$ cat config.mk
export PLATFORM = sky130hd
export DESIGN_NAME = ahs_sequencer
export DESIGN_NICKNAME = d
export VERILOG_FILES = /design/src/design/ahs_pkg.sv /design/src/design/ahs_sync.sv /design/src/design/ahs_sequencer.sv
export SDC_FILE = /design/constraint.sdc
export NUM_CORES = 1
export LEC_CHECK = 0
export BUFFER_PORTS_ARGS = -buffer_cell sky130_fd_sc_hd__buf_2
export CELL_PAD_IN_SITES_DETAIL_PLACEMENT = 0
export CELL_PAD_IN_SITES_GLOBAL_PLACEMENT = 2
export CORE_MARGIN = 5
export CORE_UTILIZATION = 30
export CTS_BUF_LIST = sky130_fd_sc_hd__clkbuf_2 sky130_fd_sc_hd__clkbuf_4 sky130_fd_sc_hd__clkbuf_8
export DETAILED_ROUTE_END_ITERATION = 10
export GPL_TIMING_DRIVEN = 0
export MAX_ROUTING_LAYER = met4
export PLACE_DENSITY_LB_ADDON = 0.1
export SLEW_MARGIN = 20
export SYNTH_ARGS = -nofsm -noshare
export SYNTH_HDL_FRONTEND = slang
export SYNTH_SLANG_ARGS = --single-unit
$ cat constraint.sdc
create_clock -name sys_clk -period 3.1 [get_ports sys_clk]
set_input_delay 0 -clock sys_clk [delete_from_list [all_inputs] [get_ports sys_clk]]
set_output_delay 0 -clock sys_clk [all_outputs]
set_load 0.1 [all_outputs]
$ cat src/design/ahs_pkg.sv
// Constants and types shared by the axis homing sequencer.
// Assumes a single system clock domain; switch and index pins arrive asynchronous.
package ahs_pkg;

  // ------------------------------------------------------------
  // Method numbers
  // ------------------------------------------------------------
  localparam int METHOD_W = 4;
  localparam logic [METHOD_W-1:0] METHOD_MIN = 4'h1;
  localparam logic [METHOD_W-1:0] METHOD_MAX = 4'hA;
  localparam logic [METHOD_W-1:0] M_NEG_LIM = 4'h1;
  localparam logic [METHOD_W-1:0] M_POS_LIM = 4'h2;
  localparam logic [METHOD_W-1:0] M_HOME_3 = 4'h3;
  localparam logic [METHOD_W-1:0] M_HOME_4 = 4'h4;
  localparam logic [METHOD_W-1:0] M_HOME_5 = 4'h5;
  localparam logic [METHOD_W-1:0] M_HOME_6 = 4'h6;
  localparam logic [METHOD_W-1:0] M_LIM_7 = 4'h7;
  localparam logic [METHOD_W-1:0] M_LIM_8 = 4'h8;
  localparam logic [METHOD_W-1:0] M_LIM_9 = 4'h9;
  localparam logic [METHOD_W-1:0] M_LIM_10 = 4'hA;

  // ------------------------------------------------------------
  // Widths, directions, synchroniser
  // ------------------------------------------------------------
  localparam int SPEED_W = 16;
  localparam int POS_W = 32;
  localparam logic DIR_POS = 1'b1;
  localparam logic DIR_NEG = 1'b0;
  localparam int SYNC_STAGES = 2;

  // Bit positions of the synchronised pin vector
  localparam int PIN_NEG = 0;
  localparam int PIN_POS = 1;
  localparam int PIN_HOME = 2;
  localparam int PIN_INDEX = 3;
  localparam int PIN_COUNT = 4;

  // ------------------------------------------------------------
  // Search legs
  // ------------------------------------------------------------
  typedef enum logic [2:0] {
    LEG_IDLE,
    LEG_A,
    LEG_B,
    LEG_C,
    LEG_D,
    LEG_E,
    LEG_IDX,
    LEG_DONE
  } ahs_leg_type;

endpackage

$ cat src/design/ahs_sync.sv
// Multi-bit two-flop synchroniser for asynchronous pin levels.
// Assumes each bit is an independent slow level; no bus coherency is implied.
`timescale 1ns/10ps
module ahs_sync #(
  parameter int WIDTH = 4,
  parameter int STAGES = 2
) (
  input wire logic sys_clk,
  input wire logic rstn,
  input wire logic [WIDTH-1:0] async_in,
  output logic [WIDTH-1:0] sync_out
);

  logic [WIDTH-1:0] stage_q [STAGES];

  // ------------------------------------------------------------
  // Shift chain; only the last stage is visible
  // ------------------------------------------------------------
  always_ff @(posedge sys_clk or negedge rstn)
  begin
    if (!rstn)
    begin
      for (int i = 0; i < STAGES; i++)
        stage_q[i] <= '0;
    end
    else
    begin
      stage_q[0] <= async_in;
      for (int i = 1; i < STAGES; i++)
        stage_q[i] <= stage_q[i-1];
    end
  end

  assign sync_out = stage_q[STAGES-1];

endmodule // ahs_sync

$ cat src/design/ahs_sequencer.sv
// Homing sequencer for one motion axis, methods 1 to 10.
// Assumes command and speed inputs are synchronous to sys_clk; switch and
// index pins are asynchronous and pass the synchroniser first.
`timescale 1ns/10ps
module ahs_sequencer
  import ahs_pkg::*;
#(
  parameter int SPD_W = SPEED_W,
  parameter int POSN_W = POS_W
) (
  input wire logic sys_clk,
  input wire logic rstn,
  input wire logic homing_command,
  input wire logic homing_abort,
  input wire logic [METHOD_W-1:0] method_sel,
  input wire logic [SPD_W-1:0] fast_speed,
  input wire logic [SPD_W-1:0] slow_speed,
  input wire logic [POSN_W-1:0] axis_position,
  input wire logic [POSN_W-1:0] home_reference,
  input wire logic neg_limit,
  input wire logic pos_limit,
  input wire logic home_switch,
  input wire logic index_pulse,
  output logic move_en,
  output logic move_dir,
  output logic [SPD_W-1:0] move_speed,
  output logic busy,
  output logic home_done,
  output logic method_error,
  output logic limit_fault,
  output logic [POSN_W-1:0] home_latched,
  output logic pos_load,
  output logic [POSN_W-1:0] pos_load_value
);

  // ------------------------------------------------------------
  // Pin synchronisation and edge detection
  // ------------------------------------------------------------
  logic [PIN_COUNT-1:0] pins_raw, pins_s;
  logic neg_s, pos_s, home_s, index_s;
  logic index_prev_q, index_rise, cmd_prev_q, cmd_rise;

  assign pins_raw = {index_pulse, home_switch, pos_limit, neg_limit};
  ahs_sync #(
    .WIDTH(PIN_COUNT),
    .STAGES(SYNC_STAGES)
  ) u_pin_sync (
    .sys_clk(sys_clk),
    .rstn(rstn),
    .async_in(pins_raw),
    .sync_out(pins_s)
  );
  assign neg_s = pins_s[PIN_NEG];
  assign pos_s = pins_s[PIN_POS];
  assign home_s = pins_s[PIN_HOME];
  assign index_s = pins_s[PIN_INDEX];
  assign index_rise = index_s & ~index_prev_q;
  assign cmd_rise = homing_command & ~cmd_prev_q;

  // ------------------------------------------------------------
  // Method decode
  // ------------------------------------------------------------
  ahs_leg_type leg_q, leg_d;
  logic [METHOD_W-1:0] method_q;
  logic [SPD_W-1:0] speed_d;
  logic dir_q, dir_d, fast_q, fast_d, step, latch_home;
  logic sel_valid, start_sw, start_a_dir, start_b_dir, m_lim_group;
  logic b_release, b_exit_dir, lim_reversal, idle_like, fault_hit;
  logic stop_now, start_now, run_d;
  // Command accepted only when no search is running
  assign idle_like = (leg_q == LEG_IDLE) || (leg_q == LEG_DONE);
  assign sel_valid = (method_sel >= METHOD_MIN) && (method_sel <= METHOD_MAX);
  // Switch that decides the starting circumstance
  assign start_sw = (method_sel == M_NEG_LIM) ? neg_s :
                    (method_sel == M_POS_LIM) ? pos_s : home_s;
  // Direction of the fast first leg
  assign start_a_dir = ((method_sel == M_NEG_LIM) || (method_sel == M_HOME_5) ||
                        (method_sel == M_HOME_6)) ? DIR_NEG : DIR_POS;
  // Direction of the slow leg when starting on the switch
  assign start_b_dir = ((start_a_dir == DIR_NEG) || (method_sel == M_LIM_9) ||
                        (method_sel == M_LIM_10)) ? DIR_POS : DIR_NEG;
  assign m_lim_group = (method_q >= M_LIM_7) && (method_q <= M_LIM_10);
  // Slow leg ends when its switch releases
  assign b_release = (method_q == M_NEG_LIM) ? ~neg_s :
                     (method_q == M_POS_LIM) ? ~pos_s : ~home_s;
  // Methods 4 and 8 reverse to positive, 6 and 9 to negative, others keep going
  assign b_exit_dir = ((method_q == M_HOME_4) || (method_q == M_LIM_8)) ? DIR_POS :
                      ((method_q == M_HOME_6) || (method_q == M_LIM_9)) ? DIR_NEG :
                      dir_q;
  // Positive limit reached during the fast positive search, home not seen
  assign lim_reversal = m_lim_group && pos_s && ~home_s;
  // Travel into an active limit that the method does not use
  assign fault_hit = ~step && ~idle_like &&
                     (((dir_q == DIR_NEG) && neg_s && (method_q != M_NEG_LIM)) ||
                      ((dir_q == DIR_POS) && pos_s && (method_q != M_POS_LIM) &&
                       !(m_lim_group && (leg_q == LEG_A))));

  // ------------------------------------------------------------
  // Leg sequencing
  // ------------------------------------------------------------
  always_comb
  begin
    leg_d = leg_q;
    dir_d = dir_q;
    fast_d = fast_q;
    step = 1'b0;
    latch_home = 1'b0;
    unique case (leg_q)
      LEG_IDLE, LEG_DONE:
      begin
        if (cmd_rise && sel_valid)
        begin
          step = 1'b1;
          if (start_sw)
          begin
            leg_d = LEG_B;
            dir_d = start_b_dir;
            fast_d = 1'b0;
          end
          else
          begin
            leg_d = LEG_A;
            dir_d = start_a_dir;
            fast_d = 1'b1;
          end
        end
      end
      LEG_A:
      begin
        unique case (method_q)
          M_NEG_LIM:
          begin
            step = neg_s;
            leg_d = LEG_B;
            dir_d = DIR_POS;
          end
          M_POS_LIM:
          begin
            step = pos_s;
            leg_d = LEG_B;
            dir_d = DIR_NEG;
          end
          M_HOME_3, M_LIM_7:
          begin
            step = home_s;
            leg_d = LEG_B;
            dir_d = DIR_NEG;
          end
          M_HOME_4, M_LIM_8:
          begin
            step = home_s;
            leg_d = LEG_IDX;
            dir_d = DIR_POS;
          end
          M_HOME_6:
          begin
            step = home_s;
            leg_d = LEG_IDX;
            dir_d = DIR_NEG;
          end
          default:
          begin
            step = home_s;
            leg_d = LEG_B;
            dir_d = DIR_POS;
          end
        endcase
        fast_d = 1'b0;
        if (!step && lim_reversal)
        begin
          step = 1'b1;
          leg_d = LEG_C;
          dir_d = DIR_NEG;
          fast_d = 1'b1;
        end
      end
      LEG_B:
      begin
        step = b_release;
        leg_d = LEG_IDX;
        dir_d = b_exit_dir;
        fast_d = 1'b0;
      end
      LEG_C:
      begin
        step = home_s;
        fast_d = 1'b0;
        unique case (method_q)
          M_LIM_7:
          begin
            leg_d = LEG_B;
            dir_d = DIR_NEG;
          end
          M_LIM_8:
          begin
            leg_d = LEG_D;
            dir_d = DIR_NEG;
            fast_d = 1'b1;
          end
          M_LIM_9:
          begin
            leg_d = LEG_IDX;
            dir_d = DIR_NEG;
          end
          default:
          begin
            leg_d = LEG_B;
            dir_d = DIR_POS;
          end
        endcase
      end
      LEG_D:
      begin
        step = ~home_s;
        leg_d = LEG_E;
        dir_d = DIR_POS;
        fast_d = 1'b1;
      end
      LEG_E:
      begin
        step = home_s;
        leg_d = LEG_IDX;
        dir_d = DIR_POS;
        fast_d = 1'b0;
      end
      LEG_IDX:
      begin
        step = index_rise;
        latch_home = index_rise;
        leg_d = LEG_DONE;
      end
    endcase
  end

  // ------------------------------------------------------------
  // State registers
  // ------------------------------------------------------------
  assign start_now = idle_like && cmd_rise && sel_valid;
  assign stop_now = ~idle_like && (homing_abort || fault_hit);
  assign speed_d = fast_d ? fast_speed : slow_speed;
  assign run_d = ~stop_now && (step ? (leg_d != LEG_DONE) && (leg_d != LEG_IDLE) : ~idle_like);

  always_ff @(posedge sys_clk or negedge rstn)
  begin
    if (!rstn)
    begin
      leg_q <= LEG_IDLE;
      method_q <= METHOD_MIN;
      dir_q <= DIR_POS;
      fast_q <= 1'b0;
      cmd_prev_q <= 1'b0;
      index_prev_q <= 1'b0;
    end
    else
    begin
      cmd_prev_q <= homing_command;
      index_prev_q <= index_s;
      if (start_now)
        method_q <= method_sel;
      if (stop_now)
        leg_q <= LEG_IDLE;
      else if (step)
      begin
        leg_q <= leg_d;
        dir_q <= dir_d;
        fast_q <= fast_d;
      end
    end
  end

  // ------------------------------------------------------------
  // Registered outputs
  // ------------------------------------------------------------
  always_ff @(posedge sys_clk or negedge rstn)
  begin
    if (!rstn)
    begin
      move_en <= 1'b0;
      move_dir <= DIR_POS;
      move_speed <= '0;
      busy <= 1'b0;
      home_done <= 1'b0;
      method_error <= 1'b0;
      limit_fault <= 1'b0;
      home_latched <= '0;
      pos_load <= 1'b0;
      pos_load_value <= '0;
    end
    else
    begin
      move_en <= run_d;
      busy <= run_d;
      move_dir <= step ? dir_d : dir_q;
      move_speed <= run_d ? (step ? speed_d : (fast_q ? fast_speed : slow_speed)) : '0;
      pos_load <= latch_home;
      if (latch_home)
      begin
        home_latched <= axis_position;
        pos_load_value <= home_reference;
        home_done <= 1'b1;
      end
      else if (cmd_rise && idle_like)
        home_done <= 1'b0;
      if (cmd_rise && idle_like)
        method_error <= ~sel_valid;
      if (fault_hit && !homing_abort)
        limit_fault <= 1'b1;
      else if (start_now)
        limit_fault <= 1'b0;
    end
  end

endmodule // ahs_sequencer

==> results of run 1 <==
per-layer routing:
layer | wire [µm] | track usage [%]
met3 | 815 | 4.116
met2 | 7347 | 28.78
met5 | 0 | -
met1 | 5946 | 19.70
met4 | 201 | 5.029
metrics by stage:
step / util [%] / setup slack [ns]
global placement: 38.23 / 0.04362
CTS: 46.81 / 0.03635
detailed placement: 38.45 / 0.05785
global route: 47.21 / 0.005353
floorplan: - / 0.4686
finish: 47.21 / 0.1691
sequential cells by signal, summed over array words and instances (netlist names):
signal / flops
home_latched: 32
pos_load_value: 32
move_speed: 16
method_q: 4
u_pin_sync.stage_q: 4
u_pin_sync.sync_out: 4
leg_q: 3
busy: 1
cmd_prev_q: 1
dir_q: 1
fast_q: 1
home_done: 1
index_prev_q: 1
limit_fault: 1
method_error: 1
move_dir: 1
pos_load: 1
worst paths after layout:
kind / startpoint / to / slack (ns) / depth (start not counted)
min in group sys_clk: pos_limit / u_pin_sync.stage_q[5]$_DFF_PN0_ / 0.26 / 2
hold reg to reg: u_pin_sync.stage_q[6]$_DFF_PN0_ / u_pin_sync.sync_out[2]$_DFF_PN0_ / 0.36 / 0
hold / removal: rstn / method_q[1]$_DFFE_PN0P_ / 0.07 / 2
setup reg to reg: method_q[0]$_DFFE_PN1P_ / move_speed[12]$_DFF_PN0_ / 0.17 / 11
max in group asynchronous: rstn / u_pin_sync.stage_q[7]$_DFF_PN0_ / 2.36 / 3
setup / recovery: method_q[0]$_DFFE_PN1P_ / move_speed[12]$_DFF_PN0_ / 0.17 / 11
logic make-up (layout without fill, tap and decap cells):
| logic type | count (synthesis) | count (layout) | share of synthesized area, % |
|---|---|---|---|
| compound gates | 82 | 82 | 12.19 |
| buf+inv | 27 | 349 | 3.013 |
| flops | 105 | 105 | 57.62 |
| mux | 70 | 70 | 17.23 |
| simple gates | 87 | 87 | 9.946 |
cell type report:
type	count	area share [%]
flip-flops and latches	105	36.93
repair buffers	307	29.70
multi-input cells	239	25.38
well taps	188	3.302
plain buffers	22	1.756
clock buffers	9	1.739
clock inverters	6	0.9308
inverters	5	0.2634
timing repair:
item	in CTS	in global routing
hold buffers	107	0
hold endpoints to repair	198	0
endpoints found under the setup margin	0	57
setup buffers	0	6
resized for setup	0	10
layout by cell type (no fill, tap or decap), types with 6 or more instances in the layout:
master	count
dlygate4sd3_1	107
nand3_1	17
dfrtp_1	102
nand2b_1	6
clkbuf_1	6
buf_4	10
mux2_2	69
buf_2	196
a21oi_1	25
nor2_1	19
nor3b_1	8
o21ai_0	23
clkbuf_8	9
nand2_1	15
==> Implementation_results.wiki, run 1 <==
{| class="wikitable"
! Metric !! Value
|-
| Via count || 4,122
|-
| Relative slew slack || 40.81%
|-
| Area used by multi-input combinational logic || 1808 µm²
|-
| Num rows || 45
|-
| Kind of cell adding the most delay to the critical path || compound AO/OA/AOI/OAI gates
|-
| Top_reg_cell synth || dfrtp_1
|-
| Share of final-layout standard cells stronger than drive strength 1 || 45.17%
|-
| Fraction of the yosys area taken by sequential cells || 57.62%
|-
| Area of the mapped netlist || roughly 4600 µm²
|-
| Post-route cell area || 7124 µm²
|-
| Critical Path RT || 3.37 ns
|-
| YS warnings || 0
|-
| Via count of the first global-routing pass || 4,582
|-
| Worst-Skew Late Latency || approximately 0.38 ns
|-
| Starting Density || 30.27%
|-
| Final-layout fill cell count || 1,419
|-
| DR iter-0 viols || roughly 220
|-
| Most common cell in the synthesized netlist || dfrtp_1
|-
| IO Count || 195
|-
| Top cells by instance count after synthesis || dfrtp_1 (102), mux2_2 (69), a21oi_1 (25)
|-
| Largest cells by area after synthesis || dfrtp_1 (56%), mux2_2 (17%), a21oi_1 (2.7%)
|-
| Buffers from clock root to sink, at most || 2
|-
| Maximum net fanout on the critical path || 10
|-
| Post-route DRC violation count || 0
|-
| PortBufs || 193
|-
| Post-synthesis instance total || 371
|-
| Number of distinct library cells after synthesis || between 50 and 60
|-
| Worst setup path class || register to register
|-
| Max-slew violations || 0
|-
| EDFF count, synth || 0
|-
| Hold_ws || between 0.06 and 0.07 ns
|-
| Largest area contributor in the netlist || dfrtp_1
|-
| Largest clock skew in the final design || 0.01691 ns
|-
| Largest net degree at the start of global routing || just over 70
|-
| Root cell of the clock tree || clkbuf_8
|-
| Clock sink count || 105
|-
| Detailed Route WL || 14,310 µm
|-
| Category of the worst setup path capture point || register
|-
| Antenna-violating nets left || 0
|-
| Result of the run || finished clean
|-
| Combined flip-flop and latch cell area || 2631 µm²
|-
| Nets || 797
|-
| HPWL Detailed || 9972 µm
|-
| Post-placement cell area || 5802 µm²
|-
| Signed area change from the synthesized netlist to the final layout || 56.00%
|-
| Cell with the largest stage delay on the worst path || dfstp_2
|-
| First-pass iteration count of the detailed router || 4
|-
| Per-cell via count in the routed design || 4.679
|-
| Number of diodes added for antenna fixing || 0
|-
| TNS Setup || 0 ns
|-
| Area of the die || 17,790 µm²
|-
| RSZ-0062 raised after global routing || no
|-
| Critical path, cell by cell || buf_4 -> nor2_1 -> o31a_1 -> or3_1 -> a221oi_4 -> a31oi_1 -> or2_1 -> buf_2 -> buf_6 -> nand3_1 -> a21oi_1
|-
| DP Cell Count || 753
|-
| Final min period || 2.931 ns
|-
| Final hold violation count || 0
|-
| Buffering stage count on the worst path with inverters included || 3
|-
| Final routed wire length divided by cell count || around 16 µm
|-
| CTS tree || built
|-
| Mapped Avg Cell Area || 12.31 µm²
|-
| Final critical-path share of the clock period || between 90% and 100%
|-
| Count of H-tree levels built during CTS || 3
|-
| Worst Setup Start Kind || register
|-
| Synthesized net count || around 480
|-
| Wire length of the first global-routing pass || 23,360 µm
|-
| Cell Count, Final, Fillers Out || 881
|-
| Die Y || 133.4 µm
|-
| Area of the core || 15,090 µm²
|-
| Slowest cell delay on critical path || 0.54 ns
|-
| Grt total ovfl || 0
|-
| Arrival time at the worst endpoint || 3.20 ns
|-
| Clk pin slew, worst setup/hold paths || 0.10 ns
|-
| Count of endpoints failing setup in the final report || 0
|-
| Transition at the pin with the smallest max-transition slack || approximately 0.87 ns
|-
| Die Width || ~130 µm
|-
| Overall fraction of global-route tracks in use || between 10% and 20%
|-
| Number of antenna violations at the first check in global routing || 0
|-
| Share of the synthesized area in the top cell type || 55.89%
|-
| Maximum Capacitance Violations || 0
|-
| Num CTS Buffers || 9
|-
| Routability cong. || 0.7784
|-
| Flip-flop and latch count after synthesis || 105
|-
| Class of the tightest hold or removal check || primary input to async pin
|-
| Async SR Flop Fraction || 100.0%
|-
| Max Clock Freq || 341.2 MHz
|}
Power of run 1 is not shown: default switching activity piles up to over one toggle a cycle in this logic, so the estimate is an artifact.
==> run 2: changes to the inputs <==
Settings changed: BUFFER_PORTS_ARGS -buffer_cell sky130_fd_sc_hd__buf_2 to not set, CORE_UTILIZATION 30 to 40, DONT_BUFFER_PORTS set to 1.
==> Implementation_results.wiki, run 2 <==
{| class="wikitable"
! Metric !! Value
|-
| Num CTS Buffers || 9
|-
| Mapped Avg Cell Area || around 12 µm²
|-
| Largest cells by area after synthesis || dfrtp_1 (56%), mux2_2 (17%), a21oi_1 (2.7%)
|-
| Post-CTS setup buffers || 0
|-
| Top cells by instance count after synthesis || dfrtp_1 (102), mux2_2 (69), a21oi_1 (25)
|-
| Largest area contributor in the netlist || dfrtp_1
|-
| Flip-flop and latch count after synthesis || 105
|-
| Top_reg_cell synth || dfrtp_1
|-
| Worst setup slack before clock tree synthesis || between 0.07 and 0.08 ns
|-
| Routability cong. || 0.7616
|-
| Synthesized net count || about 480
|-
| Die Y || 116.9 µm
|-
| DP Cell Count || roughly 510
|-
| Num rows || 39
|-
| EDFF count, synth || 0
|-
| Post-synthesis instance total || between 300 and 400
|-
| Die Width || 116.9 µm
|-
| Number of buffers added to fix hold violations after cts || 107
|-
| Number of distinct library cells after synthesis || 54
|-
| Number of gates resized after cts || 0
|-
| Most common cell in the synthesized netlist || dfrtp_1
|-
| Area of the mapped netlist || 4567 µm²
|-
| Root cell of the clock tree || clkbuf_8
|-
| Count of H-tree levels built during CTS || 3
|-
| Fraction of the yosys area taken by sequential cells || 57.62%
|-
| Run Error || [ERROR RSZ-0060] Max buffer count reached.
|-
| Stopping stage || clock tree synthesis (4_1_cts)
|-
| Clock sink count || around 110
|-
| IO Count || 195
|-
| Starting Density || roughly two fifths
|-
| Share of the synthesized area in the top cell type || 55.89%
|-
| PortBufs || 0
|-
| HPWL Detailed || 8155 µm
|-
| YS warnings || 0
|-
| Buffers from clock root to sink, at most || 2
|-
| Result of the run || did not finish
|-
| Async SR Flop Fraction || 100.0%
|}
==> run 2: cells by family after synthesis <==
group / after synthesis / share of synthesized area, %
AO/OA/AOI/OAI: 82 / 12.19
buffers and inverters: 27 / 3.013
flip-flops: 105 / 57.62
AND/OR/NAND/NOR: 87 / 9.946
multiplexers: 70 / 17.23
==> run 2: stage by stage <==
step,utilization [%],instance area [µm²]
3_3_place_gp,41.92,4746
2_1_floorplan,-,4567
3_5_place_dp,41.92,4746
==> run 3: changes to the inputs <==
Settings changed: CELL_PAD_IN_SITES_DETAIL_PLACEMENT 0 to not set, CELL_PAD_IN_SITES_GLOBAL_PLACEMENT 2 to not set, CTS_BUF_LIST sky130_fd_sc_hd__clkbuf_2 sky130_fd_sc_hd__clkbuf_4 sky130_fd_sc_hd__clkbuf_8 to not set, MAX_ROUTING_LAYER met4 to not set, PLACE_DENSITY_LB_ADDON 0.1 to 0.15.
==> Implementation_results.wiki, run 3 <==
{| class="wikitable"
! Metric !! Value
|-
| Num CTS Buffers || 9
|-
| Number of distinct library cells after synthesis || 54
|-
| Post-Synth XOR/XNOR Area || 0%
|-
| Post-CTS setup buffers || 0
|-
| Num rows || 39
|-
| HPWL Detailed || 7872 µm
|-
| Synthesized net count || 479
|-
| Area of the mapped netlist || between 4000 and 5000 µm²
|-
| Largest area contributor in the netlist || dfrtp_1
|-
| PortBufs || 0
|-
| Share of synthesized cell area in full adder, half adder and majority cells || 0%
|-
| Number of buffers added to fix hold violations after cts || 107
|-
| Mux contribution to synthesized area || 17.23%
|-
| IO Count || 195
|-
| Stopping stage || clock tree synthesis (4_1_cts)
|-
| Simple-gate portion of the synthesized area || 9.945%
|-
| Largest cells by area after synthesis || dfrtp_1 (56%), mux2_2 (17%), a21oi_1 (2.7%)
|-
| Die Width || 116.9 µm
|-
| Count of H-tree levels built during CTS || 3
|-
| EDFF count, synth || 0
|-
| Most common cell in the synthesized netlist || dfrtp_1
|-
| Fraction of the yosys area taken by sequential cells || roughly 58%
|-
| Routability cong. || 0.8739
|-
| Starting Density || 40.34%
|-
| Share of the synthesized area in the top cell type || 55.89%
|-
| Clock sink count || 105
|-
| Top_reg_cell synth || dfrtp_1
|-
| Number of gates resized after cts || 0
|-
| Top cells by instance count after synthesis || dfrtp_1 (102), mux2_2 (69), a21oi_1 (25)
|-
| Flip-flop and latch count after synthesis || 105
|-
| Async SR Flop Fraction || 100.0%
|-
| Mapped Avg Cell Area || between 10 and 15 µm²
|-
| Die Y || 116.9 µm
|-
| Dominant combinational cell family by area after synthesis || multiplexers
|-
| Buffers from clock root to sink, at most || 2
|-
| Result of the run || did not finish
|-
| Post-synthesis instance total || between 300 and 400
|-
| Run Error || [ERROR RSZ-0060] Max buffer count reached.
|-
| YS warnings || 0
|-
| Synthesized-area fraction occupied by ao, oa, aoi and oai cells || 12.19%
|-
| Root cell of the clock tree || clkbuf_16
|}
[run 3: kinds of logic after synthesis]
logic type	after synthesis
muxes	70
DFF	105
buffers and inverters	27
and+or+nand+nor	87
AOI/OAI and AO/OA	82
[run 3: through the flow]
stage / instances / setup slack [ns] / utilization [%] / instance area, µm²
after floorplan: 371 / 0.4686 / - / 4567
after global placement: 514 / 0.1470 / 41.92 / 4746
after detailed placement: 514 / 0.07974 / 41.92 / 4746
